<file path="config.mk">
export PLATFORM = sky130hd
export DESIGN_NAME = system_clock_synth_control
export DESIGN_NICKNAME = d
export VERILOG_FILES = /design/src/hdl/clock_synth_pkg.sv /design/src/hdl/lock_delay_timer.sv /design/src/hdl/system_clock_synth_control.sv
export SDC_FILE = /design/constraint.sdc
export NUM_CORES = 1
export LEC_CHECK = 0
export BUFFER_PORTS_ARGS = -buffer_cell sky130_fd_sc_hd__buf_4
export CAP_MARGIN = 0
export CORE_ASPECT_RATIO = 1.4
export CORE_MARGIN = 2
export CORE_UTILIZATION = 43
export CTS_CLUSTER_SIZE = 24
export DETAILED_ROUTE_END_ITERATION = 16
export HOLD_SLACK_MARGIN = 0.1
export PLACE_DENSITY = 0.69
export SLEW_MARGIN = 15
export SYNTH_ARGS = -nofsm -noshare
export SYNTH_HDL_FRONTEND = slang
export SYNTH_HIERARCHICAL = 1
export SYNTH_SLANG_ARGS = --single-unit
</file>
<file path="constraint.sdc">
create_clock -name clock_i -period 5.63 [get_ports clock_i]
set_input_delay 1.126 -clock clock_i [delete_from_list [all_inputs] [get_ports clock_i]]
set_output_delay 1.126 -clock clock_i [all_outputs]
set_load 0.05 [all_outputs]
</file>
<file path="src/hdl/clock_synth_pkg.sv">
package clock_synth_pkg;

  // register byte offsets on the AXI4-Lite slave
  localparam logic [11:0] CTL_OFFSET        = 12'h000;
  localparam logic [11:0] IRQ_STATUS_OFFSET = 12'h004;
  localparam logic [11:0] IRQ_MASK_OFFSET   = 12'h008;

  // clock_synth_control field positions
  localparam int GAIN_BIT      = 15;
  localparam int PRESCALE_BIT  = 14;
  localparam int MOD_LSB       = 8;
  localparam int MOD_W         = 6;
  localparam int DIVIDE_BIT    = 7;
  localparam int LIMP_BIT      = 4;
  localparam int LOCK_BIT      = 3;
  localparam int LOSS_RST_BIT  = 2;
  localparam int STOP_MOD_BIT  = 1;
  localparam int STOP_OUT_BIT  = 0;

  // reset value and the bits that software may write
  localparam logic [15:0] CTL_RESET      = 16'h3F00;
  localparam logic [15:0] CTL_WRITE_MASK = 16'hFF87;

  // interrupt status / mask layout
  localparam int IRQ_W        = 3;
  localparam int IRQ_LOCK_BIT = 0;
  localparam int IRQ_LIMP_BIT = 1;
  localparam int IRQ_LOSS_BIT = 2;
  localparam logic [IRQ_W-1:0] IRQ_RESET = 3'h0;

  // bus responses
  localparam logic [1:0] RESP_OKAY   = 2'h0;
  localparam logic [1:0] RESP_SLVERR = 2'h2;

  // lock delay of the modelled loop
  localparam int unsigned CLOCK_PERIOD_NS  = 50;
  localparam int unsigned LOCK_TIME_NS     = 1000000;
  localparam int unsigned LOCK_CYCLES_DEF  =
    (LOCK_TIME_NS + CLOCK_PERIOD_NS - 1) / CLOCK_PERIOD_NS;

  typedef enum logic [1:0] {
    clk_acquire,
    clk_running,
    clk_limp
  } clock_state_e;

endpackage : clock_synth_pkg

</file>
<file path="src/hdl/lock_delay_timer.sv">
`timescale 1ns/10ps
module lock_delay_timer #(
  parameter int unsigned CYCLES = 20000,
  parameter int          CNT_W  = $clog2(CYCLES + 1)
) (
  input  wire logic clock_i,
  input  wire logic rst_i,
  input  wire logic run_i,
  input  wire logic restart_i,
  output logic      locked_o
);

  logic [CNT_W-1:0] count;
  logic [CNT_W-1:0] next_count;
  logic             next_locked;

  // a restart or a lost reference throws away progress toward lock
  always_comb begin
    next_count  = count;
    next_locked = locked_o;
    if (!run_i || restart_i) begin
      next_count  = '0;
      next_locked = 1'b0;
    end else if (!locked_o) begin
      if (count == CNT_W'(CYCLES - 1)) begin
        next_locked = 1'b1;
      end else begin
        next_count = count + CNT_W'(1);
      end
    end
  end

  always_ff @(posedge clock_i) begin
    if (rst_i) begin
      count    <= '0;
      locked_o <= 1'b0;
    end else begin
      count    <= next_count;
      locked_o <= next_locked;
    end
  end

endmodule : lock_delay_timer

</file>
<file path="src/hdl/system_clock_synth_control.sv">
`timescale 1ns/10ps
// Notes on behaviour
// - strap high at reset: clock from synthesizer
// - strap low: synthesizer off, external clock
// - synthesizer off: control bits have no effect; here divide bit 7 still drives bus_clock_divide_select_o
// - hold device reset until lock
// - comparator input change forces relock; flag
// - control register reachable only by supervisor
// - prescale bit doubles clock, no relock
// - gain bit quadruples oscillator, needs relock
// - modulus field divides by value plus one
// - clock equals ref times 4(Y+1)2^(2W+X)
// - oscillator is 2x or 4x system clock
// - control register resets to 0x3F00
// - upper byte frequency, lower byte status/control
// - lock flag valid only after first write
// - lost reference sets limp, oscillator keeps running
// - loss-reset enable chooses reset or limp; here limp is entered either way and the bit adds device reset
// - stop selects module clock and output gating
module system_clock_synth_control
  import clock_synth_pkg::*;
#(
  parameter int          ADDR_W      = 12,
  parameter int unsigned LOCK_CYCLES = LOCK_CYCLES_DEF
) (
  input  wire logic              clock_i,
  input  wire logic              rst_i,
  // AXI4-Lite slave
  input  wire logic [ADDR_W-1:0] s_axi_awaddr_i,
  input  wire logic [2:0]        s_axi_awprot_i,
  input  wire logic              s_axi_awvalid_i,
  output logic                   s_axi_awready_o,
  input  wire logic [31:0]       s_axi_wdata_i,
  input  wire logic [3:0]        s_axi_wstrb_i,
  input  wire logic              s_axi_wvalid_i,
  output logic                   s_axi_wready_o,
  output logic [1:0]             s_axi_bresp_o,
  output logic                   s_axi_bvalid_o,
  input  wire logic              s_axi_bready_i,
  input  wire logic [ADDR_W-1:0] s_axi_araddr_i,
  input  wire logic [2:0]        s_axi_arprot_i,
  input  wire logic              s_axi_arvalid_i,
  output logic                   s_axi_arready_o,
  output logic [31:0]            s_axi_rdata_o,
  output logic [1:0]             s_axi_rresp_o,
  output logic                   s_axi_rvalid_o,
  input  wire logic              s_axi_rready_i,
  // pins and core signals
  input  wire logic              clock_source_strap_i,
  input  wire logic              reference_present_i,
  input  wire logic              low_power_stop_instr_i,
  output logic                   device_reset_o,
  output logic                   synth_enable_o,
  output logic                   gain_o,
  output logic                   prescale_o,
  output logic [MOD_W-1:0]       feedback_modulus_o,
  output logic [11:0]            system_multiplier_o,
  output logic [12:0]            vco_multiplier_o,
  output logic                   bus_clock_divide_select_o,
  output logic                   oscillator_run_o,
  output logic                   module_clock_from_vco_o,
  output logic                   clock_output_pin_enable_o,
  output logic                   irq_o
);

  // pin synchronisers
  logic [1:0] pin_raw;
  logic [1:0] pin_s1;
  logic [1:0] pin_s2;
  logic [1:0] pin_s3;
  logic [1:0] pin_level;
  logic [1:0] next_pin_level;

  assign pin_raw = {reference_present_i, clock_source_strap_i};

  // no reset here: the strap must already be settled while reset is held
  for (genvar g = 0; g < 2; g++) begin : g_pin_sync
    always_comb begin
      next_pin_level[g] = (pin_s2[g] == pin_s3[g]) ? pin_s2[g] : pin_level[g];
    end
    always_ff @(posedge clock_i) begin
      pin_s1[g]    <= pin_raw[g];
      pin_s2[g]    <= pin_s1[g];
      pin_s3[g]    <= pin_s2[g];
      pin_level[g] <= next_pin_level[g];
    end
  end

  logic ref_ok;
  assign ref_ok = pin_level[1];

  // bus slave
  logic              aw_held, next_aw_held;
  logic [ADDR_W-1:0] aw_addr, next_aw_addr;
  logic              aw_priv, next_aw_priv;
  logic              w_held, next_w_held;
  logic [15:0]       w_data, next_w_data;
  logic [1:0]        w_strb, next_w_strb;
  logic              next_bvalid;
  logic [1:0]        next_bresp;
  logic              next_rvalid;
  logic [31:0]       next_rdata;
  logic [1:0]        next_rresp;
  logic              wr_fire;
  logic              rd_fire;
  logic              wr_ctl;
  logic              wr_status;
  logic              wr_mask;

  // register state, also read by the mux
  logic                 synth_mode;
  logic [15:0]          ctl;
  logic                 written_once;
  logic [IRQ_W-1:0]     irq_status;
  logic [IRQ_W-1:0]     irq_mask;
  clock_state_e         state;
  logic                 lock_done;
  logic                 lock_flag;
  logic [15:0]          ctl_read;

  assign s_axi_awready_o = !aw_held && !s_axi_bvalid_o;
  assign s_axi_wready_o  = !w_held && !s_axi_bvalid_o;
  assign s_axi_arready_o = !s_axi_rvalid_o;
  assign wr_fire = aw_held && w_held && !s_axi_bvalid_o;
  assign rd_fire = s_axi_arvalid_i && s_axi_arready_o;
  // user-mode writes to the control word are refused with SLVERR
  assign wr_ctl    = wr_fire && (aw_addr == ADDR_W'(CTL_OFFSET)) && aw_priv;
  assign wr_status = wr_fire && (aw_addr == ADDR_W'(IRQ_STATUS_OFFSET));
  assign wr_mask   = wr_fire && (aw_addr == ADDR_W'(IRQ_MASK_OFFSET));

  // lock and limp are live state, bits 6 and 5 always zero
  assign lock_flag = synth_mode ? (written_once && lock_done) : 1'b1;
  always_comb begin
    ctl_read           = ctl & CTL_WRITE_MASK;
    ctl_read[LOCK_BIT] = lock_flag;
    ctl_read[LIMP_BIT] = (state == clk_limp);
  end

  // address and data are taken in either order, then answered together
  always_comb begin
    next_aw_held = aw_held;
    next_aw_addr = aw_addr;
    next_aw_priv = aw_priv;
    next_w_held  = w_held;
    next_w_data  = w_data;
    next_w_strb  = w_strb;
    next_bvalid  = s_axi_bvalid_o;
    next_bresp   = s_axi_bresp_o;
    next_rvalid  = s_axi_rvalid_o;
    next_rdata   = s_axi_rdata_o;
    next_rresp   = s_axi_rresp_o;
    if (s_axi_awvalid_i && s_axi_awready_o) begin
      next_aw_held = 1'b1;
      next_aw_addr = s_axi_awaddr_i;
      next_aw_priv = s_axi_awprot_i[0];
    end
    if (s_axi_wvalid_i && s_axi_wready_o) begin
      next_w_held = 1'b1;
      next_w_data = s_axi_wdata_i[15:0];
      next_w_strb = s_axi_wstrb_i[1:0];
    end
    if (wr_fire) begin
      next_aw_held = 1'b0;
      next_w_held  = 1'b0;
      next_bvalid  = 1'b1;
      next_bresp   = (wr_ctl || wr_status || wr_mask) ? RESP_OKAY : RESP_SLVERR;
    end else if (s_axi_bvalid_o && s_axi_bready_i) begin
      next_bvalid = 1'b0;
    end
    if (rd_fire) begin
      next_rvalid = 1'b1;
      next_rresp  = RESP_OKAY;
      next_rdata  = 32'h0;
      if (s_axi_araddr_i == ADDR_W'(CTL_OFFSET) && s_axi_arprot_i[0]) begin
        next_rdata = {16'h0, ctl_read};
      end else if (s_axi_araddr_i == ADDR_W'(IRQ_STATUS_OFFSET)) begin
        next_rdata = {29'h0, irq_status};
      end else if (s_axi_araddr_i == ADDR_W'(IRQ_MASK_OFFSET)) begin
        next_rdata = {29'h0, irq_mask};
      end else begin
        next_rresp = RESP_SLVERR;
      end
    end else if (s_axi_rvalid_o && s_axi_rready_i) begin
      next_rvalid = 1'b0;
    end
  end

  always_ff @(posedge clock_i) begin
    if (rst_i) begin
      aw_held        <= 1'b0;
      aw_addr        <= '0;
      aw_priv        <= 1'b0;
      w_held         <= 1'b0;
      w_data         <= 16'h0;
      w_strb         <= 2'h0;
      s_axi_bvalid_o <= 1'b0;
      s_axi_bresp_o  <= RESP_OKAY;
      s_axi_rvalid_o <= 1'b0;
      s_axi_rdata_o  <= 32'h0;
      s_axi_rresp_o  <= RESP_OKAY;
    end else begin
      aw_held        <= next_aw_held;
      aw_addr        <= next_aw_addr;
      aw_priv        <= next_aw_priv;
      w_held         <= next_w_held;
      w_data         <= next_w_data;
      w_strb         <= next_w_strb;
      s_axi_bvalid_o <= next_bvalid;
      s_axi_bresp_o  <= next_bresp;
      s_axi_rvalid_o <= next_rvalid;
      s_axi_rdata_o  <= next_rdata;
      s_axi_rresp_o  <= next_rresp;
    end
  end

  // clock control
  logic [15:0]          next_ctl;
  logic                 next_synth_mode;
  logic                 next_written_once;
  logic [IRQ_W-1:0]     next_irq_status;
  logic [IRQ_W-1:0]     next_irq_mask;
  logic [IRQ_W-1:0]     events;
  clock_state_e         next_state;
  logic                 next_reset_hold;
  logic                 ref_prev;
  logic                 freq_change;
  logic                 lock_restart;
  logic                 stop_now;
  logic                 gain;
  logic                 prescale;
  logic [MOD_W-1:0]     modulus;
  logic [6:0]           divide_by;
  logic [2:0]           sys_shift;
  logic [2:0]           vco_shift;
  logic [11:0]          next_sys_mult;
  logic [12:0]          next_vco_mult;

  // byte lanes merge into the writable bits only
  always_comb begin
    next_ctl = ctl;
    if (wr_ctl) begin
      if (w_strb[0]) begin
        next_ctl[7:0] = w_data[7:0] & CTL_WRITE_MASK[7:0];
      end
      if (w_strb[1]) begin
        next_ctl[15:8] = w_data[15:8];
      end
    end
  end

  assign gain     = ctl[GAIN_BIT];
  assign prescale = ctl[PRESCALE_BIT];
  assign modulus  = ctl[MOD_LSB +: MOD_W];
  // the prescale bit sits outside the loop, so it never restarts lock
  assign freq_change = wr_ctl && ((next_ctl[GAIN_BIT] != gain) ||
                       (next_ctl[MOD_LSB +: MOD_W] != modulus));
  assign lock_restart = freq_change || (ref_ok && !ref_prev);

  lock_delay_timer #(
    .CYCLES (LOCK_CYCLES)
  ) u_lock_timer (
    .clock_i   (clock_i),
    .rst_i     (rst_i),
    .run_i     (synth_mode && ref_ok),
    .restart_i (lock_restart),
    .locked_o  (lock_done)
  );

  // loop acquisition, running and limp; reference loss enters limp
  always_comb begin
    next_state      = state;
    next_reset_hold = device_reset_o;
    if (!synth_mode) begin
      next_state      = clk_running;
      next_reset_hold = 1'b0;
    end else begin
      unique case (state)
        clk_acquire: begin
          if (!ref_ok) begin
            next_state = clk_limp;
          end else if (lock_done) begin
            next_state      = clk_running;
            next_reset_hold = 1'b0;
          end
        end
        clk_running: begin
          if (!ref_ok) begin
            next_state = clk_limp;
          end else if (!lock_done) begin
            next_state = clk_acquire;
          end
        end
        clk_limp: begin
          if (ref_ok) begin
            next_state = clk_acquire;
          end
        end
      endcase
      if (state != clk_limp && next_state == clk_limp && ctl[LOSS_RST_BIT]) begin
        next_reset_hold = 1'b1;
      end
    end
  end

  // sticky events: a new event wins over a same-cycle write-one clear
  always_comb begin
    events = '0;
    events[IRQ_LOCK_BIT] = synth_mode && state == clk_acquire && next_state == clk_running;
    events[IRQ_LIMP_BIT] = state != clk_limp && next_state == clk_limp;
    events[IRQ_LOSS_BIT] = events[IRQ_LIMP_BIT] && ctl[LOSS_RST_BIT];
    next_irq_status = irq_status;
    next_irq_mask   = irq_mask;
    if (wr_status && w_strb[0]) begin
      next_irq_status = irq_status & ~w_data[IRQ_W-1:0];
    end
    if (wr_mask && w_strb[0]) begin
      next_irq_mask = w_data[IRQ_W-1:0];
    end
    next_irq_status   = next_irq_status | events;
    next_written_once = written_once || wr_ctl;
    next_synth_mode   = synth_mode;
  end

  // frequency factors: sys = 4(Y+1)2^(2W+X), vco = sys * (X ? 2 : 4)
  always_comb begin
    divide_by     = 7'({1'b0, modulus} + 7'h01);
    sys_shift     = 3'(3'h2 + {1'b0, gain, 1'b0} + {2'h0, prescale});
    vco_shift     = 3'(3'h4 + {1'b0, gain, 1'b0});
    next_sys_mult = 12'({5'h00, divide_by} << sys_shift);
    next_vco_mult = 13'({6'h00, divide_by} << vco_shift);
    if (!synth_mode) begin
      next_sys_mult = 12'h000;
      next_vco_mult = 13'h0000;
    end
  end

  always_ff @(posedge clock_i) begin
    if (rst_i) begin
      synth_mode          <= pin_level[0];
      ctl                 <= CTL_RESET;
      written_once        <= 1'b0;
      irq_status          <= IRQ_RESET;
      irq_mask            <= IRQ_RESET;
      state               <= clk_acquire;
      device_reset_o      <= 1'b1;
      ref_prev            <= 1'b1;
      system_multiplier_o <= 12'h000;
      vco_multiplier_o    <= 13'h0000;
    end else begin
      synth_mode          <= next_synth_mode;
      ctl                 <= next_ctl;
      written_once        <= next_written_once;
      irq_status          <= next_irq_status;
      irq_mask            <= next_irq_mask;
      state               <= next_state;
      device_reset_o      <= next_reset_hold;
      ref_prev            <= ref_ok;
      system_multiplier_o <= next_sys_mult;
      vco_multiplier_o    <= next_vco_mult;
    end
  end

  // all synthesizer controls except the bus clock divide select are masked while the external clock is used
  assign stop_now                  = low_power_stop_instr_i;
  assign synth_enable_o            = synth_mode;
  assign gain_o                    = synth_mode && gain;
  assign prescale_o                = synth_mode && prescale;
  assign feedback_modulus_o        = synth_mode ? modulus : '0;
  assign bus_clock_divide_select_o = ctl[DIVIDE_BIT];
  // limp keeps the oscillator alive on its base control voltage
  assign oscillator_run_o = synth_mode && !(stop_now && !ctl[STOP_MOD_BIT]);
  assign module_clock_from_vco_o = synth_mode && (!stop_now || ctl[STOP_MOD_BIT]);
  assign clock_output_pin_enable_o = !stop_now || !synth_mode || ctl[STOP_OUT_BIT];
  assign irq_o = |(irq_status & irq_mask);

endmodule : system_clock_synth_control

</file>
* After elaboration in Yosys (flattened, before gate mapping)
Index checks and enable logic that the tools add are counted.
W data, S select, Z words.
** Operators by class
- Reductions and logical operators :: 63
- Divide/modulo/power cells :: 0
- $lt $le $gt $ge :: 0
- Bitwise gates (word level) :: 7
- Equality and inequality tests :: 18
- $add $sub $neg :: 5
- Shift-type cells :: 2
- $mul :: 0
- Muxes and demuxes :: 32
** Operators by type and width (number)
- $mux W16 :: 2
- $logic_and A1 B1 Y1 :: 31
- $eq A12 B3 Y1 const B :: 2
- $eq A12 B4 Y1 const B :: 2
- $logic_not A12 Y1 :: 2
- $mux W2 :: 11
- $mux W8 :: 2
- $add A15 B1 Y15 const B :: 1
- $eq A15 B15 Y1 const B :: 1
- $shl A7 B3 Y13 :: 1
- $mux W1 :: 12
- $shl A7 B3 Y12 :: 1
- $logic_not A1 Y1 :: 10
- $logic_or A1 B1 Y1 :: 9
- $mux W3 :: 3
- $add A6 B1 Y7 const B :: 1
- $and A3 B3 Y3 :: 2
- $eq A2 B2 Y1 const B :: 3
- $mux W6 :: 1
- $ne A3 B1 Y1 const B :: 2
- $ne A6 B6 Y1 :: 1
- $pmux W2 S3 :: 1
- $reduce_and A2 Y1 :: 3
- $reduce_or A2 Y1 :: 3
- other kinds (15) :: 20
** Word-level totals
- Latch bits :: 0
- Memories :: 0
- Logic and storage cells :: 160
- ROM bits :: 0
- Bits in writable memories :: 0
- Output and inout bits :: 81
- Register bits :: 144

* Logic depth before layout (Yosys ltp)
- Word-level depth :: 11
- Mapped depth :: 10

* By module
Netlist, hierarchy kept.
** Modules (own cells, without submodules)
- system_clock_synth_control :: times used 1, area an instance 4275.4 um2, cells an instance 504
- lock_delay_timer :: times used 1, area an instance 783.3 um2, cells an instance 87

* Least setup slack after synthesis
OpenSTA, ideal clock, no wires.
- Kind :: input-to-output
- Start point :: in low_power_stop_instr_i
- End point :: out oscillator_run_o
- Data required time :: 4.504 ns
- Arrival time :: 2.286 ns
- Path buffers :: 1
- Slack :: 2.218 ns
- Cell stages on the path :: 2
- Cells stage by stage :: a21oi_1 buf_4
** On the way
- Cells in the longest elaborated chain, start to end :: 3
** Ends and longest elaborated chain
- start: declaration :: RTL line system_clock_synth_control.sv:51 : input wire logic low_power_stop_instr_i,
- $logic_and A1 B1 Y1 :: RTL line system_clock_synth_control.sv:371 : assign oscillator_run_o = synth_mode && !(stop_now && !ctl[STOP_MOD_BIT]);
- $logic_not A1 Y1 :: RTL line system_clock_synth_control.sv:371
- $logic_and A1 B1 Y1 :: RTL line system_clock_synth_control.sv:371
- end: declaration :: RTL line system_clock_synth_control.sv:60 : output logic oscillator_run_o,
No other way between the ends.

* Worst setup path in the final report
- Start point :: reg synth_mode, in the netlist synth_enable_o
- End point :: out oscillator_run_o
** On the way
- Cells in the longest elaborated chain, start to end :: 1
** Ends and longest elaborated chain
- start: declaration :: RTL line system_clock_synth_control.sv:111 : logic synth_mode;
- start signal: assignment :: RTL line system_clock_synth_control.sv:339 : synth_mode <= pin_level[0];
- start signal: assignment :: RTL line system_clock_synth_control.sv:350 : synth_mode <= next_synth_mode;
- $logic_and A1 B1 Y1 :: RTL line system_clock_synth_control.sv:371
No other way between the ends.

==> results.md <==
- Outcome: completed
- Via count of the first global-routing pass: 4213
- Fin Hold WS: 326 ps
- Post-layout total power: 2.15 mW
- Placeable core region: 0.0114 mm2
- Final core utilization: 56.1%
- Deepest clock path buffer count: 2
- Launch instance of the worst min-delay path: pin_s1[0]
- # nets final: 767
- Clock latency on the worst-skew pair: 410 ps
- Maximum number of pins on one net before global-route repair: 65
- Count of antenna-violating nets left after detailed routing: 0
- Iteration-0 DRC count of the detailed router: 223
- Number of clock buffers inserted by TritonCTS: 17
- I/O pin count: 157
- CP max FO: 13
- Crit path launch type: flip-flop
- Non-filler cells, final: 843
- Cell chosen for the clock root: clkbuf_16
- Ratio of cells with drive above 1 in the final layout: 21.3%
- Number of placed cells counting well taps: 811
- Initial antenna violation count: 0
- Total count of hold-check failures in the final report: 0
- Yosys reg bits: 116
- Number of levels the H-tree was split into: 4
- Pre-CTS setup slack: 2860 ps
- Routability-driven placement congestion ratio: 0.861
- Setup TNS: 0 ps
- Slack of the worst reg-to-reg path: 3250 ps
- Fraction of registers with async set or reset after synthesis: 0%
- Post-cts repair resize count: 0
- Total vias in the final route: 4370
- Detailed-routing iteration count for the pre-antenna-repair pass: 5
- Layout area overhead: 26.3%
- Power Dens Cells: 336 mW/mm2
- HPWL after detailed placement: 8690 um
- Capturing point of the worst reg2reg path: u_lock_timer/count[2]
- Initial cell density of the core: 44.4%
- Final worst-path setup slack: 2680 ps
- Max Clock Freq: 339 MHz
- Top FF cell, synth: dfxtp_1
- Number of instances on the worst hold path: 0
- Final clock period utilization by the worst path: 52.4%
- Pins over their slew limit: 0
- Height of the chip: 132 um
- Number of flops mapped to enable cells by yosys: 3
- Mean area per synthesized cell: 8.56 um2
- Path class of the lowest-slack min-delay path: reg -> reg
- Arr. time, crit path: 1820 ps
- Final-report setup violation count: 0
- Quantity of hold-fixing buffers added after cts: 0
- Global-route wire length before repair: 19500 um
- Core Rows: 46
- Tightest Pin Transition: 668 ps
- Class of the most critical setup path: reg -> out
- Maximum resistive drop on vdd: 0.000194 V
- Floorplan die width: 95.7 um
- Number of library cell types mapped by synthesis: 65
- Gate count after technology mapping: 591
- Mean routed wirelength per cell: 14.1 um
- Post-layout instance area: 0.00639 mm2
- Leak Pwr: 2.52 nW
- RR Startpoint: ctl[15]
- Post-placement cell area: 0.00579 mm2
- Total GRT Usage: 19.4%
- Number of sinks on the clock net: 116
- TritonCTS clock tree: yes
- Final routed DRC violation total: 0
- Sequential fraction of the synthesis area: 46.5%
- Leftover overflow at the end of global routing: 0
- Slew Limit Headroom: 55.5%
- Max-cap violations: 0
- Hold Path Sink: pin_s2[0]
- Number of buffers inserted by post-CTS setup repair: 0
- Worst Skew: 6.58 ps
- Required time at the endpoint of the critical path: 4500 ps
- Cell count of the worst reg-to-reg path: 7
- CP endpoint kind: output port
- Post-Syn Area: 0.00506 mm2
- Overall die area: 0.0127 mm2
- Clock transition at the registers of the reported paths: 50 ps
- Clock period minus worst slack: 2950 ps
- Synth warn: 6
- Setup repair after global routing missed its margin: false
- WL final: 11900 um
- Number of antenna cells inserted: 0
- Detail-routed via count per cell: 5.18
- Port Buf Inserts: 106
- Filler cell count: 1059
[layer usage]
metal	up-vias	share of wire, %	global-route usage, %	wire length, um
li1	2197	-	-	-
met1	2021	41	22.7	4870
met2	130	52	32.3	6170
met3	22	4.8	5.26	566
met4	0	2.2	9.21	255
met5	-	0	0	0
[sequential cells by signal, summed over array words and instances (netlist names), 3 cells and up]
name and flops:
aw_addr 12, ctl 12, irq_mask 3, irq_status 3, s_axi_rdata_o 14, system_multiplier_o 12
u_lock_timer/count 15, vco_multiplier_o 9, w_data 12
[how the worst max path moves through the flow]
| stage | slack [ps] | cells after the start | to | startpoint |
|---|---|---|---|---|
| after floorplan | 2220 | 2 | oscillator_run_o | low_power_stop_instr_i |
| after global placement | 2860 | 3 | oscillator_run_o | low_power_stop_instr_i |
| after detailed placement | 2860 | 3 | oscillator_run_o | low_power_stop_instr_i |
| after CTS | 2630 | 3 | oscillator_run_o | synth_enable_o |
| after global routing | 2580 | 3 | oscillator_run_o | synth_enable_o |
| final | 2680 | 3 | oscillator_run_o | synth_enable_o |
[cell type report]
cell class                 instances  area, um2  share of cell area [%]
sequential                       116       2350                    36.8
timing repair buffer             106        796                    12.5
clock buffer                      19        475                    7.44
inverter                          18       67.6                    1.06
multi-input combinational        427       2390                    37.5
clock inverter                    13        124                    1.94
tap                              144        180                    2.82
[cells in the mapped netlist, types with 6 or more instances]
cell      number  share of area, %
nor3_1        10              0.99
nand2_1       92               6.8
nor4_1         7              0.87
nor2_1        44               3.3
nand4_1        9               1.1
a21oi_1       59               5.8
xnor2_1       13               2.3
clkbuf_1      17               1.3
and2_1        12               1.5
and3_1         7              0.87
o21ai_0       23               2.3
a22oi_1       11               1.6
nand3_1       28               2.8
inv_1         17               1.3
xor2_1         6               1.0
buf_4         30               4.5
dfxtp_1      113                45
[worst max-delay path: stages, from the launching register on]
cell	delay, ps
edfxtp_1	650
inv_1	300
a21oi_1	230
buf_4	230
[placed cells by master, fill, tap and decap left out, types with 4 or more instances in the layout]
master	Yosys	layout
o21a_1	4	4
inv_1	17	17
clkbuf_16	0	19
buf_4	30	106
and2_1	12	12
nand3_1	28	28
and3_1	7	7
conb_1	1	26
nand4_1	9	9
nor2b_1	4	4
xnor2_1	13	13
nor4_1	7	7
nor3b_1	4	4
a22oi_1	11	11
o31ai_1	5	5
dfxtp_1	113	113
nand3b_1	4	4
and4_1	4	4
o21ai_0	23	23
clkinv_4	0	6
ha_1	5	5
nor3_1	10	10
nor2_1	44	44
xor2_1	6	6
nand2_1	92	92
a21oi_1	59	59
[cell families (layout without fill, tap and decap cells)]
group	Yosys count	in the layout	share of synthesized area, %
and+or+nand+nor	247	247	25.0
AOI/OAI and AO/OA	126	126	15.1
DFF	116	116	46.5
buffers and inverters	73	156	8.04
xor gates and xnor gates	19	19	3.29
adders and majority gates	5	5	1.24
muxes	4	4	0.816
other	1	26	0.0741
[where the power goes]
group / leakage (nW) / switching (mW) / total [mW] / internal [mW]
Combinational: 1.28 / 0.152 / 0.223 / 0.0706
Sequential: 0.950 / 0.0257 / 0.878 / 0.852
Clock: 0.286 / 0.385 / 1.05 / 0.662
Note: power is estimated with default switching activity, not from simulation.
